==> src/rtl/status_irq_pkg.sv <==
// Shared constants for the status and interrupt flag block
package status_irq_pkg;

    // Register offsets (byte addresses on the plain register port)
    localparam logic [7:0]  MASTER_STATUS_OFS     = 8'h20;
    localparam logic [7:0]  MASTER_IRQ_MASK_OFS   = 8'h24;
    localparam logic [7:0]  LOOP_STATUS_OFS       = 8'h30;
    localparam logic [7:0]  LOOP_IRQ_MASK_OFS     = 8'h34;

    // Register geometry and reset values
    localparam int          REG_WIDTH             = 16;
    localparam int          PORT_COUNT            = 16;
    localparam logic [15:0] REG_RESET             = 16'h0000;

    // Master status field positions
    localparam int          SYS_ERR_BIT           = 3;
    localparam int          PARITY_ERR_BIT        = 4;
    localparam int          LOCAL_TIMEOUT_BIT     = 14;
    localparam int          LOCAL_IRQ_BIT         = 15;

    // Mask bits that exist in the master mask register (0..4, 14, 15)
    localparam logic [15:0] MASTER_MASK_IMPL      = 16'hC01F;

    // Local ready must be seen within this many local clock periods
    localparam int          LOCAL_READY_LIMIT     = 9;
    localparam int          LOCAL_BUS_CLOCK_CNT_W            = 4;

    typedef enum logic {
        WD_IDLE,
        WD_WAIT
    } watchdog_state_e;

endpackage

==> src/rtl/flag_bank_if.sv <==
// Interface joining the top module to a bank of sticky flags
`timescale 1ns/1ps
interface flag_bank_if #(
    parameter int WIDTH = 16
);
    logic [WIDTH-1:0] setPulse;
    logic [WIDTH-1:0] clearReq;
    logic [WIDTH-1:0] flags;

    modport owner (input setPulse, input clearReq, output flags);
    modport user  (output setPulse, output clearReq, input flags);
endinterface

==> src/rtl/sticky_flag_bank.sv <==
// Bank of sticky event flags, set by pulses and cleared on request
`timescale 1ns/1ps
module sticky_flag_bank
    import status_irq_pkg::*;
#(
    parameter int WIDTH = 16
) (
    // Clock and reset
    input  wire logic      clk,
    input  wire logic      rst_n,
    // Flag traffic
    flag_bank_if.owner     bank
);

    logic [WIDTH-1:0] flags_q;
    logic [WIDTH-1:0] flags_d;

    // One flag per bit; a set arriving with a clear survives
    genvar i;
    generate
        for (i = 0; i < WIDTH; i++) begin : gFlag
            assign flags_d[i] = bank.setPulse[i] |
                                (flags_q[i] & ~bank.clearReq[i]);
        end
    endgenerate

    // Flags start cleared
    always_ff @(posedge clk) begin
        if (!rst_n) begin
            flags_q <= REG_RESET[WIDTH-1:0];
        end else begin
            flags_q <= flags_d;
        end
    end

    assign bank.flags = flags_q;

endmodule

==> src/rtl/local_ready_watchdog.sv <==
// Counts local clock periods while an access waits for local ready
`timescale 1ns/1ps
module local_ready_watchdog
    import status_irq_pkg::*;
(
    // Clock and reset
    input  wire logic   clk,
    input  wire logic   rst_n,
    // Local access monitoring
    input  wire logic   enable,
    input  wire logic   accessStart,
    input  wire logic   localBusClock,
    input  wire logic   localReady_n,
    // Result
    output logic        timeoutPulse
);

    watchdog_state_e       state_q;
    watchdog_state_e       state_d;
    logic [LOCAL_BUS_CLOCK_CNT_W-1:0] periods_q;
    logic [LOCAL_BUS_CLOCK_CNT_W-1:0] periods_d;
    logic                  lclkPrev_q;
    logic                  timeout_q;
    logic                  timeout_d;
    wire                   lclkRise = localBusClock & ~lclkPrev_q;
    wire                   limitHit = (periods_q ==
                                       LOCAL_BUS_CLOCK_CNT_W'(LOCAL_READY_LIMIT - 1));

    // Wait state counts local clock edges until ready or the limit
    always_comb begin
        state_d   = state_q;
        periods_d = periods_q;
        timeout_d = 1'b0;
        case (state_q)
            WD_IDLE: begin
                if (enable && accessStart) begin
                    state_d   = WD_WAIT;
                    periods_d = '0;
                end
            end
            WD_WAIT: begin
                if (!enable || !localReady_n) begin
                    state_d = WD_IDLE;
                end else if (lclkRise) begin
                    if (limitHit) begin
                        state_d   = WD_IDLE;
                        timeout_d = 1'b1;
                    end else begin
                        periods_d = periods_q + 1'b1;
                    end
                end
            end
            default: begin
                state_d = WD_IDLE;
            end
        endcase
    end

    // Short state registers; the pulse is one cycle wide
    always_ff @(posedge clk) begin
        if (!rst_n) begin
            state_q    <= WD_IDLE;
            periods_q  <= '0;
            lclkPrev_q <= 1'b0;
            timeout_q  <= 1'b0;
        end else begin
            state_q    <= state_d;
            periods_q  <= periods_d;
            lclkPrev_q <= localBusClock;
            timeout_q  <= timeout_d;
        end
    end

    assign timeoutPulse = timeout_q;

endmodule

==> src/rtl/status_interrupt_flags.sv <==
// Master and loopback status flags, their masks and interrupt outputs
//
// Design decision made here: strobed register access.
`timescale 1ns/1ps
// Notes on behaviour
// - Bus error sets system-error flag, bit 3
// - Status read clears system-error flag until recurrence
// - Both error flags mirrored to config status
// - Parity errors set parity flag, bit 4
// - Missing ready in nine periods sets bit 14
// - Local interrupt sets bit 15; host output only
// - Unmasked flag drives host, local in config
// - Master mask at 0x24, bits 0-4,14,15
// - Mask zero blocks, one passes interrupt
// - Status and masks read zero after reset
// - Loopback status at 0x30, one bit per port
// - Detector timeout or pattern sets port flag
// - Timeout keeps port flag set while it stays high
// - Loopback mask at 0x34, one bit per port
// - Reading a status register clears its flags
// - Masking never stops flags from recording
// - Master status register sits at 0x20
module status_interrupt_flags
    import status_irq_pkg::*;
(
    // Clock and reset
    input  wire logic                   clk,
    input  wire logic                   rst_n,
    // Register port
    input  wire logic [7:0]             regAddr,
    input  wire logic [REG_WIDTH-1:0]   regWrData,
    input  wire logic                   regWr,
    input  wire logic                   regRd,
    output logic      [REG_WIDTH-1:0]   regRdData,
    // Host bus error events, one-cycle pulses
    input  wire logic                   hostSysErrEvt,
    input  wire logic                   hostParityErrEvt,
    // Mirror into the host configuration status register
    output logic                        cfgSysErrFlag,
    output logic                        cfgParityErrFlag,
    // Local bus mode and access monitoring
    input  wire logic                   localCfgMode,
    input  wire logic                   localAccessStart,
    input  wire logic                   localBusClock,
    input  wire logic                   localReady_n,
    // Two-way local interrupt pin
    input  wire logic                   localIrqIn_n,
    output logic                        localIrqOut_n,
    output logic                        localIrqOe,
    // Loopback detectors, one per port
    input  wire logic [PORT_COUNT-1:0]  loopSearchTimeout,
    input  wire logic [PORT_COUNT-1:0]  loopPatternEvt,
    // Host interrupt
    output logic                        hostIrqOut_n
);

    // Register decode helper, shared by read and write paths
    function automatic logic hits(input logic [7:0] addr,
                                  input logic [7:0] ofs);
        hits = (addr == ofs);
    endfunction

    flag_bank_if #(.WIDTH(REG_WIDTH))  masterBank ();
    flag_bank_if #(.WIDTH(PORT_COUNT)) loopBank ();

    logic [REG_WIDTH-1:0]  masterMask_q;
    logic [PORT_COUNT-1:0] loopMask_q;
    logic [REG_WIDTH-1:0]  rdData_q;
    logic [REG_WIDTH-1:0]  rdData_d;
    logic                  localIrqPrev_q;
    logic                  hostIrq_n_q;
    logic                  localIrqOut_n_q;
    logic                  localIrqOe_q;
    logic                  cfgSysErr_q;
    logic                  cfgParityErr_q;
    logic                  localTimeoutEvt;

    // Address decode
    wire selMasterStatus = hits(regAddr, MASTER_STATUS_OFS);
    wire selMasterMask   = hits(regAddr, MASTER_IRQ_MASK_OFS);
    wire selLoopStatus   = hits(regAddr, LOOP_STATUS_OFS);
    wire selLoopMask     = hits(regAddr, LOOP_IRQ_MASK_OFS);

    wire rdMasterStatus  = regRd & selMasterStatus;
    wire rdLoopStatus    = regRd & selLoopStatus;

    // The local bus is only watched in bridge mode
    wire bridgeMode      = ~localCfgMode;

    // Local ready watchdog, stepped by sampled local clock edges
    local_ready_watchdog uWatchdog (
        .clk           (clk),
        .rst_n         (rst_n),
        .enable        (bridgeMode),
        .accessStart   (localAccessStart),
        .localBusClock (localBusClock),
        .localReady_n  (localReady_n),
        .timeoutPulse  (localTimeoutEvt)
    );

    // Local interrupt counts once per falling edge, so a held level
    // does not refill the flag straight after every read
    wire localIrqEvt = bridgeMode & localIrqPrev_q & ~localIrqIn_n;

    // Master flag sources; bits 0..2 belong to other blocks and stay 0
    wire [REG_WIDTH-1:0] masterSet;
    assign masterSet[2:0]            = 3'h0;
    assign masterSet[SYS_ERR_BIT]    = hostSysErrEvt;
    assign masterSet[PARITY_ERR_BIT] = hostParityErrEvt;
    assign masterSet[LOCAL_TIMEOUT_BIT-1:PARITY_ERR_BIT+1] = '0;
    assign masterSet[LOCAL_TIMEOUT_BIT] = localTimeoutEvt;
    assign masterSet[LOCAL_IRQ_BIT]  = localIrqEvt;

    assign masterBank.setPulse = masterSet;
    assign masterBank.clearReq = {REG_WIDTH{rdMasterStatus}};

    // Timeout is a level, so the flag refills every cycle it stays high
    assign loopBank.setPulse = loopPatternEvt |
                               loopSearchTimeout;
    assign loopBank.clearReq = {PORT_COUNT{rdLoopStatus}};

    sticky_flag_bank #(.WIDTH(REG_WIDTH)) uMasterFlags (
        .clk   (clk),
        .rst_n (rst_n),
        .bank  (masterBank)
    );

    sticky_flag_bank #(.WIDTH(PORT_COUNT)) uLoopFlags (
        .clk   (clk),
        .rst_n (rst_n),
        .bank  (loopBank)
    );

    // Mask writes; unimplemented master mask bits stay zero
    always_ff @(posedge clk) begin
        if (!rst_n) begin
            masterMask_q <= REG_RESET;
            loopMask_q   <= REG_RESET[PORT_COUNT-1:0];
        end else if (regWr) begin
            if (selMasterMask) begin
                masterMask_q <= regWrData & MASTER_MASK_IMPL;
            end
            if (selLoopMask) begin
                loopMask_q <= regWrData[PORT_COUNT-1:0];
            end
        end
    end

    // Read mux; status writes are ignored, unmapped reads return zero
    always_comb begin
        rdData_d = '0;
        if (regRd) begin
            if (selMasterStatus) begin
                rdData_d = masterBank.flags;
            end else if (selMasterMask) begin
                rdData_d = masterMask_q;
            end else if (selLoopStatus) begin
                rdData_d = loopBank.flags;
            end else if (selLoopMask) begin
                rdData_d = loopMask_q;
            end
        end
    end

    // Masks gate only the outputs; the flags above never see them
    wire [REG_WIDTH-1:0]  masterLive = masterBank.flags &
                                       masterMask_q;
    wire [PORT_COUNT-1:0] loopLive   = loopBank.flags &
                                       loopMask_q;

    wire [REG_WIDTH-1:0]  localOnlyMask = ~(REG_WIDTH'(1) << LOCAL_IRQ_BIT);

    wire anyHostIrq  = (|masterLive) | (|loopLive);
    // Local interrupt flag is left out of the local pin by design
    wire anyLocalIrq = (|(masterLive & localOnlyMask)) |
                       (|loopLive);

    // Registered outputs; host pin stays low while a live flag is set, local pin only in config mode and not for bit 15
    always_ff @(posedge clk) begin
        if (!rst_n) begin
            rdData_q        <= REG_RESET;
            localIrqPrev_q  <= 1'b1;
            hostIrq_n_q     <= 1'b1;
            localIrqOut_n_q <= 1'b1;
            localIrqOe_q    <= 1'b0;
            cfgSysErr_q     <= 1'b0;
            cfgParityErr_q  <= 1'b0;
        end else begin
            rdData_q        <= rdData_d;
            localIrqPrev_q  <= localIrqIn_n;
            hostIrq_n_q     <= ~anyHostIrq;
            localIrqOut_n_q <= ~(anyLocalIrq & localCfgMode);
            localIrqOe_q    <= localCfgMode;
            cfgSysErr_q     <= masterBank.flags[SYS_ERR_BIT];
            cfgParityErr_q  <= masterBank.flags[PARITY_ERR_BIT];
        end
    end

    assign regRdData        = rdData_q;
    assign hostIrqOut_n     = hostIrq_n_q;
    assign localIrqOut_n    = localIrqOut_n_q;
    assign localIrqOe       = localIrqOe_q;
    assign cfgSysErrFlag    = cfgSysErr_q;
    assign cfgParityErrFlag = cfgParityErr_q;

endmodule

==> config.mk <==
export PLATFORM = sky130hd
export DESIGN_NAME = status_interrupt_flags
export DESIGN_NICKNAME = d
export VERILOG_FILES = /design/src/rtl/status_irq_pkg.sv /design/src/rtl/flag_bank_if.sv /design/src/rtl/sticky_flag_bank.sv /design/src/rtl/local_ready_watchdog.sv /design/src/rtl/status_interrupt_flags.sv
export SDC_FILE = /design/constraint.sdc
export NUM_CORES = 1
export LEC_CHECK = 0
export BUFFER_PORTS_ARGS = -buffer_cell sky130_fd_sc_hd__buf_2
export CORE_ASPECT_RATIO = 0.75
export CORE_MARGIN = 1
export CORE_UTILIZATION = 56
export CTS_CLUSTER_SIZE = 40
export DETAILED_ROUTE_END_ITERATION = 16
export PLACE_DENSITY = 0.84
export SETUP_SLACK_MARGIN = 0.3
export SYNTH_ARGS = -nofsm -noshare
export SYNTH_HDL_FRONTEND = slang
export SYNTH_SLANG_ARGS = --single-unit
==> constraint.sdc <==
create_clock -name clk -period 4.3 [get_ports clk]
set_clock_uncertainty 0.15 [all_clocks]
set_input_delay 0.215 -clock clk [delete_from_list [all_inputs] [get_ports clk]]
set_output_delay 0.215 -clock clk [all_outputs]
set_load 0.005 [all_outputs]
==> results.tsv, run 1 <==
stage	metric	value	unit
placement	hpwl	5.22	mm
cts	cts.sinks	84	
timing	fin_crit	2.58	ns
yosys	synthXorXnorAreaFrac	0.534	%
grt	grtUsageTotal	28.3	%
power_and_ir_drop	powerDensity	342	mW/mm²
power_and_ir_drop	irDropWorstVdd	0.264	mV
status	status	complete, no violations	
grt	grt_pass1_wl	13.2	mm
timing	rsz0062_at_grt	false	
cts	cts_root_buf	clkbuf_8	
die	dieHeight	68.3	µm
timing	fmax	0.388	GHz
timing	final.setup.tns	0	ns
setup_path	cp.arrival	2.68	ns
die	core	0.00550	mm²
yosys	yosys.area_share.simple	20.7	%
yosys	ys_seq_area_share	51.2	%
finish	postLayoutCellArea	0.00439	mm²
yosys	synth_area	0.00328	mm²
cts	cts-buffers-inserted	9	
die	die_area	0.00618	mm²
yosys	synth_area_per_cell	10.2	µm²
hold_path	hold_path.class	input pin to flip-flop	
routing	dr.pass1.iters	5	
yosys	syn_inst	322	
timing	hold_viol	0	
yosys	synth-seq-cells	84	
setup_path	startpoint	regAddr[3]	
setup_path	critical_path.endpoint	uLoopFlags.bank.flags[15]	
yosys	synth_fp_nets	391	
routing	vias	2936	
routing	drtIter0Drc	156	
setup_path	reg2reg_from	uWatchdog.periods_q[0]	
die	initial_core_util	59.7	%
yosys	synth_top_family_by_area	simple AND/OR/NAND/NOR gates	
placement	placed_area	0.00376	mm²
finish	nets	518	
yosys	synth_cell_types	39	
finish	area_growth	33.7	%
yosys	synth.area.top_cells	dfxtp_1 (51%), mux2i_1 (6.4%), and2_1 (5.1%), a31o_2 (4.3%), a211oi_1 (4.1%)	
finish	fillCellCount	385	
setup_path	reg2reg_slack	2.46	ns
yosys	synth_largest_area_cell	dfxtp_1	
setup_path	cp_max_fo	16	
die	rows	23	
timing	setup_viol	0	
setup_path	r2r_end	uWatchdog.periods_q[2]	
placement	port_buffers	87	
cts	post_cts_buffers	0	
yosys	synthAdderAreaFrac	0.762	%
cts	worstSkewPairLatency	0.36	ns
grt	first_global_vias	2677	
yosys	muxShareOfSynthArea	6.40	%
routing	drt-total-wl	8.30	mm
cts	path_clk_slew	0.08	ns
die	ios	88	
cts	cts_max_level	3	
setup_path	endpoint_kind	flip-flop	
routing	ant_nets	0	
cts	cts_tree	yes	
placement	gp_congestion	0.792	
timing	period_share	59.9	%
die	die_w	90.4	µm
routing	wl_per_cell	15.7	µm
grt	grt_antenna_before_repair	0	
setup_path	crit_required	4.41	ns
cts	cts_buffer_depth	2	
yosys	synth-compound-area-share	17.9	%
finish	most-common-layout-cells	buf_2 (87), dfxtp_1 (84), dlygate4sd3_1 (43)	
setup_path	ff2ff_path_depth	6	
finish	final_common_cell	buf_2	
routing	vias_per_cell	5.56	
routing	drc	0	
timing	relSlewSlack	43.1	%
timing	worst_pin_slew	0.851	ns
yosys	synth.top_cell.area_share	51.2	%
yosys	ys_warn_count	0	
setup_path	crit_type	input pin to flip-flop	
grt	grt_start_max_net_pins	50	
finish	diodes	0	
power_and_ir_drop	power.leakage	1.94	nW
finish	drive_gt1_share	27.8	%
run	maxCapViolCount	0	
setup_path	start_kind	input pin	
timing	drv_slew	0	
grt	grt_overflow	0	
worst min path at each step:
stage	end	from	depth (start not counted)	slack (ns)
floorplan	uWatchdog.lclkPrev_q	localBusClock	1	0.19
detailed placement	uMasterFlags.bank.flags[13]	uMasterFlags.bank.flags[13]	1	0.29
global placement	localIrqPrev_q	localIrqIn_n	2	0.28
global route	masterMask_q[14]	regWrData[14]	3	0.03
finish	masterMask_q[14]	regWrData[14]	3	0.01
CTS	masterMask_q[14]	regWrData[14]	3	0.007
registers in the layout (all words and copies together) (netlist names), 4 cells and up:
register,cells
uLoopFlags.bank.flags,16
masterMask_q,7
loopMask_q,16
regRdData,16
uMasterFlags.bank.flags,16
uWatchdog.periods_q,4
per-layer routing:
layer | track usage [%] | vias to the layer above | wire (µm)
met3 | 8.33 | 10 | 466
met2 | 45.8 | 104 | 3800
li1 | - | 1427 | -
met1 | 37.3 | 1395 | 3940
met4 | 8.27 | 0 | 99
met5 | 0 | - | 0
area by class of cell:
type | instances | area (µm²) | area share [%]
Sequential cell | 84 | 1680 | 38.3
Multi-Input combinational cell | 219 | 1520 | 34.7
Timing Repair Buffer | 132 | 881 | 20.1
Clock buffer | 12 | 155 | 3.53
Tap cell | 75 | 93.8 | 2.14
Clock inverter | 3 | 46.3 | 1.05
Inverter | 3 | 11.3 | 0.256
timing repair:
| action | in CTS | in global routing |
|---|---|---|
| hold buffers | 43 | 0 |
| gates resized for setup | 0 | 0 |
| endpoints found under the hold margin | 29 | 0 |
where the power goes:
| part | internal (mW) | switching [mW] | leakage (nW) |
|---|---|---|---|
| Clock | 0.298 | 0.272 | 0.0987 |
| Combinational | 0.0692 | 0.0537 | 1.16 |
| Sequential | 0.794 | 0.0145 | 0.685 |
| Total | 1.16 | 0.340 | 1.94 |
cells by family (layout without fill, tap and decap cells):
family / after synthesis / in the layout
flops: 84 / 84
buf+inv: 19 / 150
fa+ha+maj: 2 / 2
mux: 21 / 21
xor+xnor: 2 / 2
simple gates: 122 / 122
compound gates: 72 / 72
stage by stage:
stage	total power, mW	cells	hold WS [ns]	setup slack, ns	utilization, %
3_3_place_gp	0.915	470	0.281	2.11	68.4
3_5_place_dp	0.917	470	0.286	1.98	68.4
5_1_grt	1.56	528	0.0255	1.54	79.9
4_1_cts	1.50	528	0.00699	1.86	79.9
6_report	1.50	528	0.0150	1.72	79.9
2_1_floorplan	0.871	322	0.187	2.62	-
cell usage after synthesis, drive strengths merged:
master and n:
nor4 1, nor2 21, o2bb2ai 1, a21oi 1
o21ai 4, nand2 32, or4 1, a22oi 11
inv 3, ha 2, a21boi 1, nand4b 1
a221o 9, buf 7, nand3 5, nor2b 17
or3 1, nor4bb 1, xnor2 2, a31o 16
a2111oi 1, nor4b 1, a211oi 18, nand4 6
and4b 1, a221oi 7, clkbuf 9, a22o 3
mux2i 21, or4b 1, nand2b 4, nor3 2
and2 27, dfxtp 84
worst max-delay path: stages:
cell and delay, ns:
buf_2 0.12, nor4b_2 0.40, nand4_1 0.74, a211oi_1 0.53, dlygate4sd3_1 0.62, nor2b_1 0.05
(Power assumes the default switching activity.)
==> run 2: changes to the inputs <==
--- a/config.mk
+++ b/config.mk
@@ -5,13 +5,14 @@
 export SDC_FILE = /design/constraint.sdc
 export NUM_CORES = 1
 export LEC_CHECK = 0
+export ABC_AREA = 1
 export BUFFER_PORTS_ARGS = -buffer_cell sky130_fd_sc_hd__buf_2
 export CORE_ASPECT_RATIO = 0.75
 export CORE_MARGIN = 1
-export CORE_UTILIZATION = 56
+export CORE_UTILIZATION = 48
 export CTS_CLUSTER_SIZE = 40
 export DETAILED_ROUTE_END_ITERATION = 16
-export PLACE_DENSITY = 0.84
+export PLACE_DENSITY = 0.76
 export SETUP_SLACK_MARGIN = 0.3
 export SYNTH_ARGS = -nofsm -noshare
 export SYNTH_HDL_FRONTEND = slang
==> constraint.sdc (replaced) <==
create_clock -name clk -period 2.2 [get_ports clk]
set_clock_uncertainty 0.15 [all_clocks]
set_input_delay 0.11 -clock clk [delete_from_list [all_inputs] [get_ports clk]]
set_output_delay 0.11 -clock clk [all_outputs]
set_load 0.005 [all_outputs]
==> results.tsv, run 2 <==
stage	metric	value	unit	change
yosys	synth.top_cell.area_share	47.0	%	-4.2 points
die	initial_core_util	51.1	%	-8.6 points
cts	cts.sinks	84		unchanged
routing	dr.pass1.iters	6		+1
timing	setup_viol	0		unchanged
routing	vias_per_cell	5.02		-9.7%
setup_path	path_delay_family	buffers and inverters		
setup_path	endpoint_kind	flip-flop		
yosys	muxShareOfSynthArea	0	%	-6.4 points
routing	ant_nets	0		unchanged
routing	drtIter0Drc	266		+71%
yosys	yosys.area_share.simple	35.2	%	+14 points
yosys	syn_inst	501		+56%
yosys	ys_warn_count	0		unchanged
grt	grtUsageTotal	26.0	%	-2.3 points
cts	cts_max_level	3		unchanged
yosys	synth_area	0.00358	mm²	+8.9%
hold_path	hp-start	regAddr[3]		
cts	cts_hold_buf	62		+44%
die	dieHeight	76.8	µm	+12%
finish	most-common-layout-cells	nand2_1 (146), buf_2 (87), dfxtp_1 (84)		
timing	hold_viol	0		unchanged
finish	final_common_cell	nand2_1		
grt	first_global_vias	3473		+30%
timing	period_share	76.0	%	
setup_path	crit_required	2.28	ns	-2.13 ns
cts	ctsResizeCount	0		unchanged
yosys	synth-edff-count	0		unchanged
finish	nets	716		+38%
hold_path	min_to	regRdData[3]		
die	rows	26		+13%
hold_path	hold_path.class	input pin to flip-flop		
yosys	async_reset_ff_share	0	%	unchanged
placement	port_buffers	87		unchanged
yosys	synthAdderAreaFrac	0.700	%	-0.062 points
finish	drive_gt1_share	19.2	%	-8.6 points
routing	drc	0		unchanged
die	core	0.00699	mm²	+27%
finish	fillCellCount	556		+44%
yosys	synthTopCellsByCount	nand2_1 (146), dfxtp_1 (84), nor2_1 (66)		
setup_path	ff2ff_path_depth	9		+3
setup_path	start_kind	input pin		
timing	drv_slew	0		unchanged
timing	fin_crit	1.67	ns	
timing	worst_pin_slew	0.548	ns	-0.302 ns
cts	cts_tree	yes		
routing	wl_per_cell	12.9	µm	-18%
setup_path	reg2reg_slack	0.62	ns	-1.84 ns
grt	grt_start_max_net_pins	23		-54%
timing	final.setup.tns	0	ns	unchanged
power_and_ir_drop	irDropWorstVdd	0.440	mV	+67%
cts	worstSkewPairLatency	0.36	ns	about the same
timing	fmax	0.598	GHz	
yosys	synth-seq-cells	84		unchanged
yosys	synth_area_per_cell	7.14	µm²	-30%
setup_path	cp_slowest_cell	dlygate4sd3_1		
yosys	synth_largest_area_cell	dfxtp_1		
timing	relSlewSlack	63.4	%	+20 points
grt	grt_pass1_wl	15.5	mm	+18%
cts	cts_buffer_depth	2		unchanged
setup_path	crit_type	input pin to flip-flop		
grt	grt_overflow	0		unchanged
timing	rsz0062_at_grt	false		
setup_path	r2r_end	uWatchdog.periods_q[3]		
yosys	synth-compound-area-share	8.96	%	-9.0 points
hold_path	min_path_cells	5		+2
setup_path	crit_buf_inv	4		+2
yosys	synthFlopType	dfxtp_1		
placement	gp_congestion	0.896		+13%
finish	area_growth	36.3	%	
cts	cts_root_buf	clkbuf_8		
yosys	synth_top_family_by_area	simple AND/OR/NAND/NOR gates		
setup_path	reg2reg_from	uWatchdog.periods_q[0]		
yosys	synth.area.top_cells	dfxtp_1 (47%), nand2_1 (15%), nor2_1 (6.9%), nand3_1 (6.4%), a21oi_1 (5.7%)		
finish	diodes	0		unchanged
setup_path	cp.arrival	1.75	ns	-0.93 ns
status	status	complete, no violations		
yosys	synth.most_common_cell	nand2_1		
die	die_area	0.00780	mm²	+26%
yosys	synth_cell_types	31		-21%
yosys	ys_seq_area_share	47.0	%	-4.2 points
power_and_ir_drop	powerDensity	602	mW/mm²	+76%
cts	path_clk_slew	0.08	ns	about the same
setup_path	worstPathCellList	dlygate4sd3_1, buf_2, inv_1, buf_4, a21oi_1		
setup_path	cp_max_fo	22		+6
run	maxCapViolCount	0		unchanged
grt	grt_antenna_before_repair	0		unchanged
die	die_w	102	µm	+12%
placement	hpwl	6.25	mm	+20%
setup_path	max_stage_delay	0.53	ns	-0.21 ns
die	ios	88		unchanged
yosys	synth_fp_nets	570		+46%
routing	vias	3765		+28%
power_and_ir_drop	p_total	2.93	mW	+95%
power_and_ir_drop	power.leakage	2.31	nW	+19%
routing	drt-total-wl	9.68	mm	+17%
cts	post_cts_buffers	0		unchanged
yosys	synthXorXnorAreaFrac	0.245	%	-0.29 points
cts	cts-buffers-inserted	9		unchanged
-- run 2: cell types whose count changed in the layout (fill, tap and decap cells not counted), sizes merged, moves of 11 or more --
cell | previous run | this run
and2 | 27 | 0
dlygate4sd3 | 43 | 62
a21oi | 1 | 41
a31o | 16 | 0
nand2 | 32 | 152
nor2 | 21 | 71
a22oi | 11 | 0
a211oi | 18 | 0
mux2i | 21 | 0
nand3 | 5 | 49
nor2b | 17 | 0
o21ai | 4 | 17
inv | 3 | 46
-- run 2: cells by family (layout without fill, tap and decap cells) --
group,after synthesis,after routing
flops,84,84
buf+inv,66,217
simple gates,286,286
xor+xnor,1,1
compound gates,62,62
fa+ha+maj,2,2
-- run 2: layout make-up --
type                            count  area (µm²)  share of cell area (%)
Sequential cell                    84        1680                    34.5
Timing Repair Buffer              155        1100                    22.6
Inverter                           46         173                    3.54
Multi-Input combinational cell    351        1610                    33.1
Clock inverter                      5        52.6                    1.08
Clock buffer                       11         131                    2.70
Tap cell                           98         123                    2.52
-- run 2: layer usage --
layer / vias up / wire (µm) / track usage (%)
li1: 1880 / - / -
met1: 1693 / 4320 / 33.6
met2: 173 / 4430 / 41.0
met3: 19 / 771 / 6.93
met4: 0 / 161 / 10.0
met5: - / 0 / 0
-- run 2: worst max path at each step --
stage / slack [ns] / start / end / cells after the start
detailed placement: 0.52 / regAddr[0] / uMasterFlags.bank.flags[14] / 9
floorplan: 0.80 / uWatchdog.periods_q[0] / uWatchdog.periods_q[1] / 10
finish: 0.53 / rst_n / masterMask_q[2] / 5
global placement: 0.59 / regAddr[0] / uMasterFlags.bank.flags[14] / 9
global route: 0.41 / rst_n / masterMask_q[2] / 5
CTS: 0.54 / rst_n / masterMask_q[2] / 5
-- run 2: per-stage QoR --
stage               setup WS, ns  instances  area [µm²]  utilization [%]  hold WS, ns
floorplan                  0.799        501        3580                -       0.0535
global placement           0.593        672        4070             58.2        0.154
detailed placement         0.523        672        4070             58.2        0.159
CTS                        0.536        750        4870             69.7       0.0125
global route               0.406        750        4870             69.7       0.0358
finish                     0.529        750        4870             69.7       0.0259
-- run 2: tightest hold or removal path: stages --
cell	delay, ns
buf_2	0.08
nor3_1	0.06
o211ai_1	0.08
a21oi_1	0.05
nor2_1	0.10
-- run 2: power breakdown --
part / internal (mW) / switching, mW
Sequential: 1.56 / 0.0290
Combinational: 0.156 / 0.143
Clock: 0.519 / 0.530
